**src/hw/sdmr_pkg.sv**
```systemverilog
// mode register field layout, command codes and reset values
package sdmr_pkg;
  localparam int          MODE_W        = 14;
  localparam logic [13:0] MODE_RESET    = 14'h0000;
  localparam int          BL_LSB        = 0;
  localparam int          BT_POS        = 3;
  localparam int          CL_LSB        = 4;
  localparam int          TM_LSB        = 7;
  localparam int          WB_POS        = 9;
  localparam int          AP_POS        = 10;
  localparam logic [2:0]  BL_1          = 3'h0;
  localparam logic [2:0]  BL_2          = 3'h1;
  localparam logic [2:0]  BL_4          = 3'h2;
  localparam logic [2:0]  BL_8          = 3'h3;
  localparam logic [2:0]  BL_PAGE       = 3'h7;
  localparam logic [2:0]  CL_2          = 3'h2;
  localparam logic [2:0]  CL_3          = 3'h3;
  localparam logic [1:0]  TM_NORMAL     = 2'h0;
  // {ras_n, cas_n, we_n}
  localparam logic [2:0]  CMD_IDLE      = 3'h7;
  localparam logic [2:0]  CMD_STOP      = 3'h6;
  localparam logic [2:0]  CMD_READ      = 3'h5;
  localparam logic [2:0]  CMD_WRITE     = 3'h4;
  localparam logic [2:0]  CMD_ACT       = 3'h3;
  localparam logic [2:0]  CMD_PRE       = 3'h2;
  localparam logic [2:0]  CMD_REF       = 3'h1;
  localparam logic [2:0]  CMD_MRS       = 3'h0;
  localparam int          REFRESH_ROWS  = 4096;
  localparam logic [11:0] REF_ROW_RESET = 12'h000;
  localparam logic [7:0]  COL_RESET     = 8'h00;
  localparam logic [2:0]  PIPE_RESET    = 3'h0;
  localparam logic [3:0]  BANK_RESET    = 4'h0;

  typedef enum logic [1:0] {
    SDMR_RUN     = 2'b00,
    SDMR_SUSPEND = 2'b01,
    SDMR_PDOWN   = 2'b10,
    SDMR_SREF    = 2'b11
  } sdmr_pwr_t;
endpackage
```
**src/hw/sdmr_core.sv**
```systemverilog
// mode register, burst column sequencer, refresh and clock-gate power states
// Summary of operation
// - low three mode bits select burst length 1,2,4,8 or full page
// - mode bit 3 picks sequential or interleaved column ordering
// - sequential bursts add word index to start column, wrapping in 8 bits
// - full-page burst cycles through the page until another command ends it
// - interleaved column is start xor word index over 1, 2 or 3 bits
// - mode bits 6..4 give read latency: 010 two clocks, 011 three
// - mode bit 9 set makes every write a single word
// - selected with all strobes high is an idle command, nothing happens
// - burst stop ends a burst unless it was started with auto precharge
// - after burst stop read data keeps flowing for the read latency
// - chip select high ignores strobes and address entirely
// - auto refresh refreshes the internal row counter and advances it
// - refresh with clock gate low enters self refresh, only gate watched
// - gate low during a burst freezes operation from the next cycle
// - gate low with all banks idle and no burst or read data pending enters power-down
// - mode register set loads bank select and address in one clock, only with all banks idle and no burst
// - gate high resumes clock or leaves power-down for the next cycle
`timescale 1ns/1ps
module sdmr_core (
  input  wire logic        i_clk,
  input  wire logic        i_srst,
  input  wire logic        i_cke,
  input  wire logic        i_cs_n,
  input  wire logic        i_ras_n,
  input  wire logic        i_cas_n,
  input  wire logic        i_we_n,
  input  wire logic [1:0]  i_bs,
  input  wire logic [11:0] i_addr,
  output logic      [7:0]  o_col_addr,
  output logic             o_col_valid,
  output logic             o_col_write,
  output logic             o_rd_drive,
  output logic      [3:0]  o_burst_len,
  output logic             o_full_page,
  output logic             o_interleave,
  output logic      [1:0]  o_read_latency,
  output logic             o_latency_reserved,
  output logic             o_test_mode,
  output logic             o_single_write,
  output logic             o_refresh_pulse,
  output logic      [11:0] o_refresh_row,
  output logic             o_self_refresh,
  output logic             o_power_down,
  output logic             o_clk_suspend,
  output logic      [3:0]  o_banks_active
);
  sdmr_pkg::sdmr_pwr_t pwr_reg, pwr_next;
  logic [13:0] mode_reg, mode_next;
  logic [3:0]  bank_reg, bank_next;
  logic        valid_reg, valid_next;
  logic        wr_reg, wr_next;
  logic        ap_reg, ap_next;
  logic [7:0]  start_reg, start_next;
  logic [7:0]  k_reg, k_next;
  logic [7:0]  col_reg, col_next;
  logic [2:0]  pipe_reg, pipe_next;
  logic [11:0] row_reg, row_next;
  logic        rpulse_reg, rpulse_next;

  logic [2:0] cmd;
  logic       run;
  logic       sel;
  logic [2:0] bl_code;
  logic [2:0] cl_code;
  logic       page;
  logic [7:0] last_k;
  logic [7:0] imask;
  logic       last;
  logic       adv;

  assign cmd     = {i_ras_n, i_cas_n, i_we_n};
  assign run     = (pwr_reg == sdmr_pkg::SDMR_RUN);
  assign sel     = run && !i_cs_n;
  assign bl_code = mode_reg[sdmr_pkg::BL_LSB +: 3];
  assign cl_code = mode_reg[sdmr_pkg::CL_LSB +: 3];
  assign page    = (bl_code == sdmr_pkg::BL_PAGE) && !(wr_reg && mode_reg[sdmr_pkg::WB_POS]);
  assign last    = !page && (k_reg == last_k);
  assign adv     = run && valid_reg && !last;

  // last word index and interleave mask from the length code
  always_comb begin
    last_k = 8'h00;
    imask  = 8'h00;
    unique case (bl_code)
      sdmr_pkg::BL_2:    begin last_k = 8'h01; imask = 8'h01; end
      sdmr_pkg::BL_4:    begin last_k = 8'h03; imask = 8'h03; end
      sdmr_pkg::BL_8:    begin last_k = 8'h07; imask = 8'h07; end
      sdmr_pkg::BL_PAGE: begin last_k = 8'hFF; imask = 8'h00; end
      default:           begin last_k = 8'h00; imask = 8'h00; end
    endcase
    if (wr_reg && mode_reg[sdmr_pkg::WB_POS]) begin
      last_k = 8'h00;
    end
  end

  always_comb begin
    pwr_next    = pwr_reg;
    mode_next   = mode_reg;
    bank_next   = bank_reg;
    valid_next  = valid_reg;
    wr_next     = wr_reg;
    ap_next     = ap_reg;
    start_next  = start_reg;
    k_next      = k_reg;
    col_next    = col_reg;
    pipe_next   = pipe_reg;
    row_next    = row_reg;
    rpulse_next = 1'b0;
    if (run) begin
      // read data lags its column by the latency, even after a stop
      pipe_next = {pipe_reg[1:0], valid_reg && !wr_reg};
      if (adv) begin
        k_next = k_reg + 8'h01;
        if (mode_reg[sdmr_pkg::BT_POS] && !page) begin
          col_next = start_reg ^ ((k_reg + 8'h01) & imask);
        end else begin
          col_next = start_reg + k_reg + 8'h01;
        end
      end else begin
        valid_next = 1'b0;
      end
      if (sel) begin
        unique case (cmd)
          sdmr_pkg::CMD_MRS: begin
            if (bank_reg == sdmr_pkg::BANK_RESET && !valid_reg) begin
              mode_next = {i_bs, i_addr};
            end
          end
          sdmr_pkg::CMD_ACT: begin
            bank_next[i_bs] = 1'b1;
          end
          sdmr_pkg::CMD_PRE: begin
            if (i_addr[sdmr_pkg::AP_POS]) begin
              bank_next = sdmr_pkg::BANK_RESET;
            end else begin
              bank_next[i_bs] = 1'b0;
            end
          end
          sdmr_pkg::CMD_REF: begin
            if (i_cke) begin
              row_next    = row_reg + 12'h001;
              rpulse_next = 1'b1;
            end
          end
          sdmr_pkg::CMD_READ, sdmr_pkg::CMD_WRITE: begin
            valid_next = 1'b1;
            wr_next    = !i_we_n;
            ap_next    = i_addr[sdmr_pkg::AP_POS];
            start_next = i_addr[7:0];
            col_next   = i_addr[7:0];
            k_next     = 8'h00;
          end
          sdmr_pkg::CMD_STOP: begin
            if (!ap_reg) begin
              valid_next = 1'b0;
            end
          end
          sdmr_pkg::CMD_IDLE: begin
          end
        endcase
      end
      if (!i_cke) begin
        if (sel && cmd == sdmr_pkg::CMD_REF) begin
          pwr_next = sdmr_pkg::SDMR_SREF;
        end else if (valid_next || pipe_next != sdmr_pkg::PIPE_RESET
                     || bank_next != sdmr_pkg::BANK_RESET) begin
          pwr_next = sdmr_pkg::SDMR_SUSPEND;
        end else begin
          pwr_next = sdmr_pkg::SDMR_PDOWN;
        end
      end
    end else if (i_cke) begin
      // frozen state resumes one clock after the gate is seen high
      pwr_next = sdmr_pkg::SDMR_RUN;
    end
  end

  always_ff @(posedge i_clk) begin
    if (i_srst) begin
      pwr_reg    <= sdmr_pkg::SDMR_RUN;
      mode_reg   <= sdmr_pkg::MODE_RESET;
      bank_reg   <= sdmr_pkg::BANK_RESET;
      valid_reg  <= 1'b0;
      wr_reg     <= 1'b0;
      ap_reg     <= 1'b0;
      start_reg  <= sdmr_pkg::COL_RESET;
      k_reg      <= 8'h00;
      col_reg    <= sdmr_pkg::COL_RESET;
      pipe_reg   <= sdmr_pkg::PIPE_RESET;
      row_reg    <= sdmr_pkg::REF_ROW_RESET;
      rpulse_reg <= 1'b0;
    end else begin
      pwr_reg    <= pwr_next;
      mode_reg   <= mode_next;
      bank_reg   <= bank_next;
      valid_reg  <= valid_next;
      wr_reg     <= wr_next;
      ap_reg     <= ap_next;
      start_reg  <= start_next;
      k_reg      <= k_next;
      col_reg    <= col_next;
      pipe_reg   <= pipe_next;
      row_reg    <= row_next;
      rpulse_reg <= rpulse_next;
    end
  end

  assign o_col_addr         = col_reg;
  assign o_col_valid        = valid_reg;
  assign o_col_write        = wr_reg;
  assign o_rd_drive         = (cl_code == sdmr_pkg::CL_3) ? pipe_reg[2] : pipe_reg[1];
  assign o_burst_len        = last_k[3:0] + 4'h1;
  assign o_full_page        = (bl_code == sdmr_pkg::BL_PAGE);
  assign o_interleave       = mode_reg[sdmr_pkg::BT_POS];
  assign o_read_latency     = cl_code[1:0];
  // reserved codes fall back to two clocks; behaviour is undefined anyway
  assign o_latency_reserved = (cl_code != sdmr_pkg::CL_2) && (cl_code != sdmr_pkg::CL_3);
  assign o_test_mode        = mode_reg[sdmr_pkg::TM_LSB +: 2] != sdmr_pkg::TM_NORMAL;
  assign o_single_write     = mode_reg[sdmr_pkg::WB_POS];
  assign o_refresh_pulse    = rpulse_reg;
  assign o_refresh_row      = row_reg;
  assign o_self_refresh     = (pwr_reg == sdmr_pkg::SDMR_SREF);
  assign o_power_down       = (pwr_reg == sdmr_pkg::SDMR_PDOWN);
  assign o_clk_suspend      = (pwr_reg == sdmr_pkg::SDMR_SUSPEND);
  assign o_banks_active     = bank_reg;
endmodule

```
**config.mk**
```make
export PLATFORM = sky130hd
export DESIGN_NAME = sdmr_core
export DESIGN_NICKNAME = d
export VERILOG_FILES = /design/src/hw/sdmr_pkg.sv /design/src/hw/sdmr_core.sv
export SDC_FILE = /design/constraint.sdc
export NUM_CORES = 1
export LEC_CHECK = 0
export BUFFER_PORTS_ARGS = -buffer_cell sky130_fd_sc_hd__buf_2
export CAP_MARGIN = 40
export CORE_MARGIN = 5
export CORE_UTILIZATION = 55
export CTS_CLUSTER_DIAMETER = 50
export CTS_CLUSTER_SIZE = 12
export DETAILED_ROUTE_END_ITERATION = 10
export GPL_TIMING_DRIVEN = 0
export PLACE_DENSITY = 0.79
export SLEW_MARGIN = 20
export SYNTH_ARGS = -nofsm -noshare
export SYNTH_HDL_FRONTEND = slang
export SYNTH_SLANG_ARGS = --single-unit
```
**constraint.sdc**
```tcl
create_clock -name i_clk -period 4.3 [get_ports i_clk]
set_clock_uncertainty 0.1 [all_clocks]
set_input_delay 0.215 -clock i_clk [delete_from_list [all_inputs] [get_ports i_clk]]
set_output_delay 0.215 -clock i_clk [all_outputs]
set_load 0.01 [all_outputs]
```
After elaboration in Yosys (flattened, before gate mapping)
Index checks and enable logic that the tools add are counted.
{"block": "totals", "regBits": 59, "input_bits": 21, "output_inout_bits": 42}
{"block": "op_classes", "n_addsub": 5, "magnitude_cmp": 2, "eq_ne": 18, "mux": 28, "bitwise": 8, "reduce_logical": 34}
{"operator": "8-bit two-way mux", "count": 8}
{"operator": "8-bit case mux with 4 select lines", "count": 1}
{"operator": "8-bit by 1-bit adder with 8-bit output, second input constant", "count": 2}
{"operator": "3-bit by 2-bit == test with 1-bit output, second input constant", "count": 5}
{"operator": "12-bit by 1-bit adder with 12-bit output, second input constant", "count": 1}
{"operator": "3-bit == test, second input constant", "count": 4}
{"operator": "1-bit logical AND", "count": 12}
{"operator": "4-bit two-way mux", "count": 3}
{"operator": "2-bit two-way mux", "count": 5}
{"operator": "3-bit case mux with 3 select lines", "count": 1}
{"operator": "8-bit adder", "count": 1}
{"operator": "8-bit AND", "count": 1}
{"operator": "8-bit == test", "count": 1}
{"operator": "4-bit case mux with 2 select lines", "count": 1}
{"operator": "4-bit AND reduction", "count": 2}
{"operator": "8-bit XOR", "count": 1}
{"operator": "1-bit logical NOT", "count": 7}
{"operator": "1-bit two-way mux", "count": 7}
{"operator": "3-bit by 1-bit == test with 1-bit output, second input constant", "count": 2}
{"operator": "3-bit by 2-bit inequality test with 1-bit output, second input constant", "count": 2}
{"operator": "4-bit by 1-bit adder with 4-bit output, second input constant", "count": 1}
{"operator": "4-bit AND", "count": 1}
{"operator": "2-bit == test, second input constant", "count": 2}
{"operator": "4-bit logical NOT", "count": 1}
{"operator": "other kinds (19)", "count": 23}

Longest topological paths before layout
{"block": "depth", "word_depth": 18, "mapped_depth": 10}

Least setup slack after synthesis
Ideal clock, no wire load.
{"block": "synth_timing", "kind": "register to register", "from": "reg pwr_reg[1]", "to": "reg row_reg[7], in the netlist o_refresh_row[7]", "setup_ns": 0.070, "t_arrival_ns": 1.923, "required_time_ns": 4.130, "setup_slack_ns": 2.206, "path_stages_with_launch": 10, "path_buffers": 2, "period_less_slack_ns": 2.094, "cell_sequence": "dfxtp_1 -> or2_2 -> buf_6 -> clkinv_1 -> ha_1 -> and4_1 -> buf_2 -> nand4_2 -> or3_1 -> a21oi_1"}
{"block": "synth_via", "elab_chain_len": 3}
{"element": "start: declaration", "line": "sdmr_core.sv:49", "source": "sdmr_pkg::sdmr_pwr_t pwr_reg, pwr_next;"}
{"element": "start signal: assignment", "line": "sdmr_core.sv:182", "source": "pwr_reg <= sdmr_pkg::SDMR_RUN;"}
{"element": "start signal: assignment", "line": "sdmr_core.sv:195", "source": "pwr_reg <= pwr_next;"}
{"element": "2-bit logical NOT (*)", "line": "sdmr_core.sv:74", "source": "assign run = (pwr_reg == sdmr_pkg::SDMR_RUN);"}
{"element": "1-bit logical AND", "line": "sdmr_core.sv:75", "source": "assign sel = run && !i_cs_n;"}
{"element": "4-bit AND reduction (no line) (*)"}
{"element": "end signal: assignment", "line": "sdmr_core.sv:192", "source": "row_reg <= sdmr_pkg::REF_ROW_RESET;"}
{"element": "end signal: assignment", "line": "sdmr_core.sv:205", "source": "row_reg <= row_next;"}
{"element": "end: declaration", "line": "sdmr_core.sv:59", "source": "logic [11:0] row_reg, row_next;"}
Every way passes the cells marked *; elsewhere a longest branch is shown, timed or not.
A chain may end at the register's enable or synchronous reset.

Worst setup path after layout
Same ends and word-level chain as after synthesis.

==> results.cfg <==
[synth]
avgSynthCellArea_um2 = 8.29
synth_seq_cells = 59
yosysSeqAreaShare_pct = 36.4
synth_area_um2 = 3240
synth_top_family_by_area = simple AND/OR/NAND/NOR gates
syn_inst = 391
synthMuxAreaShare_pct = 5.59
ys.flop_type = dfxtp_1
synthAdderAreaFrac_pct = 4.86
synthSimpleGateAreaFrac_pct = 24.0
synth_compound_gate_area_share_pct = 17.1
synth_xor_area_share_pct = 6.21
synth_cell_types = 57
syn_nets = 424
synth_edf_count = 0
synth_warnings = 0
async_flop_share_pct = 0

[worst_setup_path]
cp-start-kind = flop
critPathArrivalTime_ps = 2610
cp_slowest_stage_delay_ps = 370
crit_path_top_delay_cell = or3_1
crit_fanout = 8
crit_type = flop to flop
crit_path_cell_trace = or2_2, buf_6, clkinv_1, ha_1, and4_1, buf_2, nand4_2, or3_1, a21oi_1
worst_ep_required_time_ps = 4470
critPathCaptureType = flop

[placement]
port_buffers = 60
hpwl_mm = 6.19
place_area_um2 = 3640
place_ws_ps = 1860
gp_congestion = 0.945

[pwr]
ir_worst_vdd_uv = 262
switching_share_pct = 30.1
power.share.clock_pct = 37.9
share_comb_of_total_power_pct = 22.4
seq_power_share_pct = 39.8
finalPower_w = 0.00154
powerDensity_nw_per_um2 = 398
leakage_nw = 1.74
switching_power_w = 0.000464
intPower_w = 0.00108

[clocking]
holdBufCountCts = 0
clk_pin_slew_ps = 70
cts_inserted_buffers = 9
insertion_delay_ps = 340
ctsResizeCount = 0
h-tree-depth = 3
clockBufferDepth = 2
cts_tree = built
cts_root_buf = clkbuf_8
post-cts-setup-buffers = 0
cts_sinks = 59

[finish]
largest_register_ffs = 12
n_antenna_cell = 0
register_area_um2 = 1180
finalNetCount = 496
area_delta_synth_final_pct = 19.5
multiInputGateArea_um2 = 1870
drive_above_1_share_pct = 21.4
final_area_um2 = 3880
fill_cells = 488
layout_common_cells = buf_2 (62), dfxtp_1 (59), nand2_1 (48)
layout_commonest_cell = buf_2

[floorplan]
start_util_pct = 55.8
coreArea_um2 = 5820
placementRows = 28
fp.dieArea_um2 = 7530
die_x_um = 86.8
io_pins = 63
fp.dieH_um = 86.8

[global_route]
grt_max_degree = 11
met3_usage_pct = 4.75
grt_pass1_wl_mm = 14.2
antenna_found_initial = 0
grt_overflow = 0
gr-usage-met1_pct = 31.4
grt_util_met2_pct = 37.5
grt_pass1_vias = 3006
grt_usage_pct = 24.0
globalRoute.busiestLayer = met2

[hold_path]
hold_class = primary input to flop

[flow_run]
drv_cap = 0

[detailed_routing]
avgViaCountPerCell = 5.70
drc = 0
avgRoutedWirePerCell_um = 15.8
first_pass_iters = 5
routed_wl_mm = 8.57
ant_nets = 0
dr.first_iter.drc_count = 239
vias = 3094

[outcome]
status = completed

[timing]
rsz0062_at_grt = false
final_hold_viol_count = 0
fmax_ghz = 0.410
fin_ws_ps = 1860
final.setup.tns_ps = 0
period_share_pct = 56.7
finalCriticalPeriod_ps = 2440
relSlewSlack_pct = 47.3
finalSetupViolCount = 0
maxSlewViolCount = 0
hold_slack_ps = 6.55
worst_pin_slew_ps = 788
## synthesized netlist by cell type (all sizes together), types with 2 or more instances
master	number	area [µm²]
nand2	49	186
or3	8	50.1
xor2	15	131
o211a	2	20.0
a211oi	4	30.0
nor2	46	173
nand3b	3	22.5
dfxtp	59	1180
nand2b	8	50.1
a31oi	5	31.3
a41o	2	20.0
nand3	10	50.1
mux2i	17	170
ha	11	138
nor3b	3	22.5
xnor2	8	70.1
nor2b	6	37.5
clkbuf	6	22.5
a21oi	34	170
nor3	10	55.1
and3	6	38.8
buf	13	119
o21bai	2	26.3
o22ai	9	56.3
inv	9	33.8
o21ai	14	70.1
or2	2	12.5
a21boi	2	18.8
and2	3	20.0
nand4	5	37.5
a22oi	3	22.5
o31ai	3	22.5
## final cells by class
type / instances / share of cell area, %
buffer: 20 / 3.91
inverter: 10 / 0.968
tap: 75 / 2.42
timing repair buffer: 61 / 8.04
sequential: 59 / 30.5
clock buffer: 12 / 4.00
clock inverter: 4 / 1.87
multi-input combinational: 302 / 48.3
## worst max-delay path, delay by kind of cell, from the launching register on
kind	cells	cell delay, ps
AND/OR/NAND/NOR	4	1110
buffers and inverters	3	470
flip-flops	1	360
adder cells (fa/ha/maj)	1	180
AO/OA/AOI/OAI	1	150
## logic make-up after synthesis
logic type | after synthesis
flops | 59
buf+inv | 30
xor+xnor | 23
simple gates | 162
mux | 18
fa+ha+maj | 12
compound gates | 87
## layer usage
metal,up-vias,share of wire (%)
met2,101,47
li1,1511,-
met5,-,0
met4,0,3.0
met3,27,4.3
met1,1455,46
## final timing paths
kind                startpoint                to  slack (ps)  depth (start not counted)
setup reg to reg    pwr_reg[1]  o_refresh_row[7]        1860                          9
setup / recovery    pwr_reg[1]  o_refresh_row[7]        1860                          9
hold / removal       i_addr[8]       mode_reg[8]           7                          3
hold reg to reg   start_reg[0]      start_reg[0]         360                          2
## metrics by stage
step                utilization, %  instances
floorplan                        -        391
CTS                           66.5        542
global route                  66.7        543
finish                        66.7        543
global placement              62.5        526
detailed placement            62.5        526
## power by group through the flow
stage          sequential (W)  clock (W)  combinational [W]
3_3_place_gp         0.000625          0           0.000330
3_5_place_dp         0.000626          0           0.000338
6_report             0.000614   0.000585           0.000345
5_1_grt              0.000619   0.000615           0.000379
2_1_floorplan        0.000627          0           0.000226
4_1_cts              0.000614   0.000588           0.000342
No activity file was read; power rests on OpenSTA's default activity.
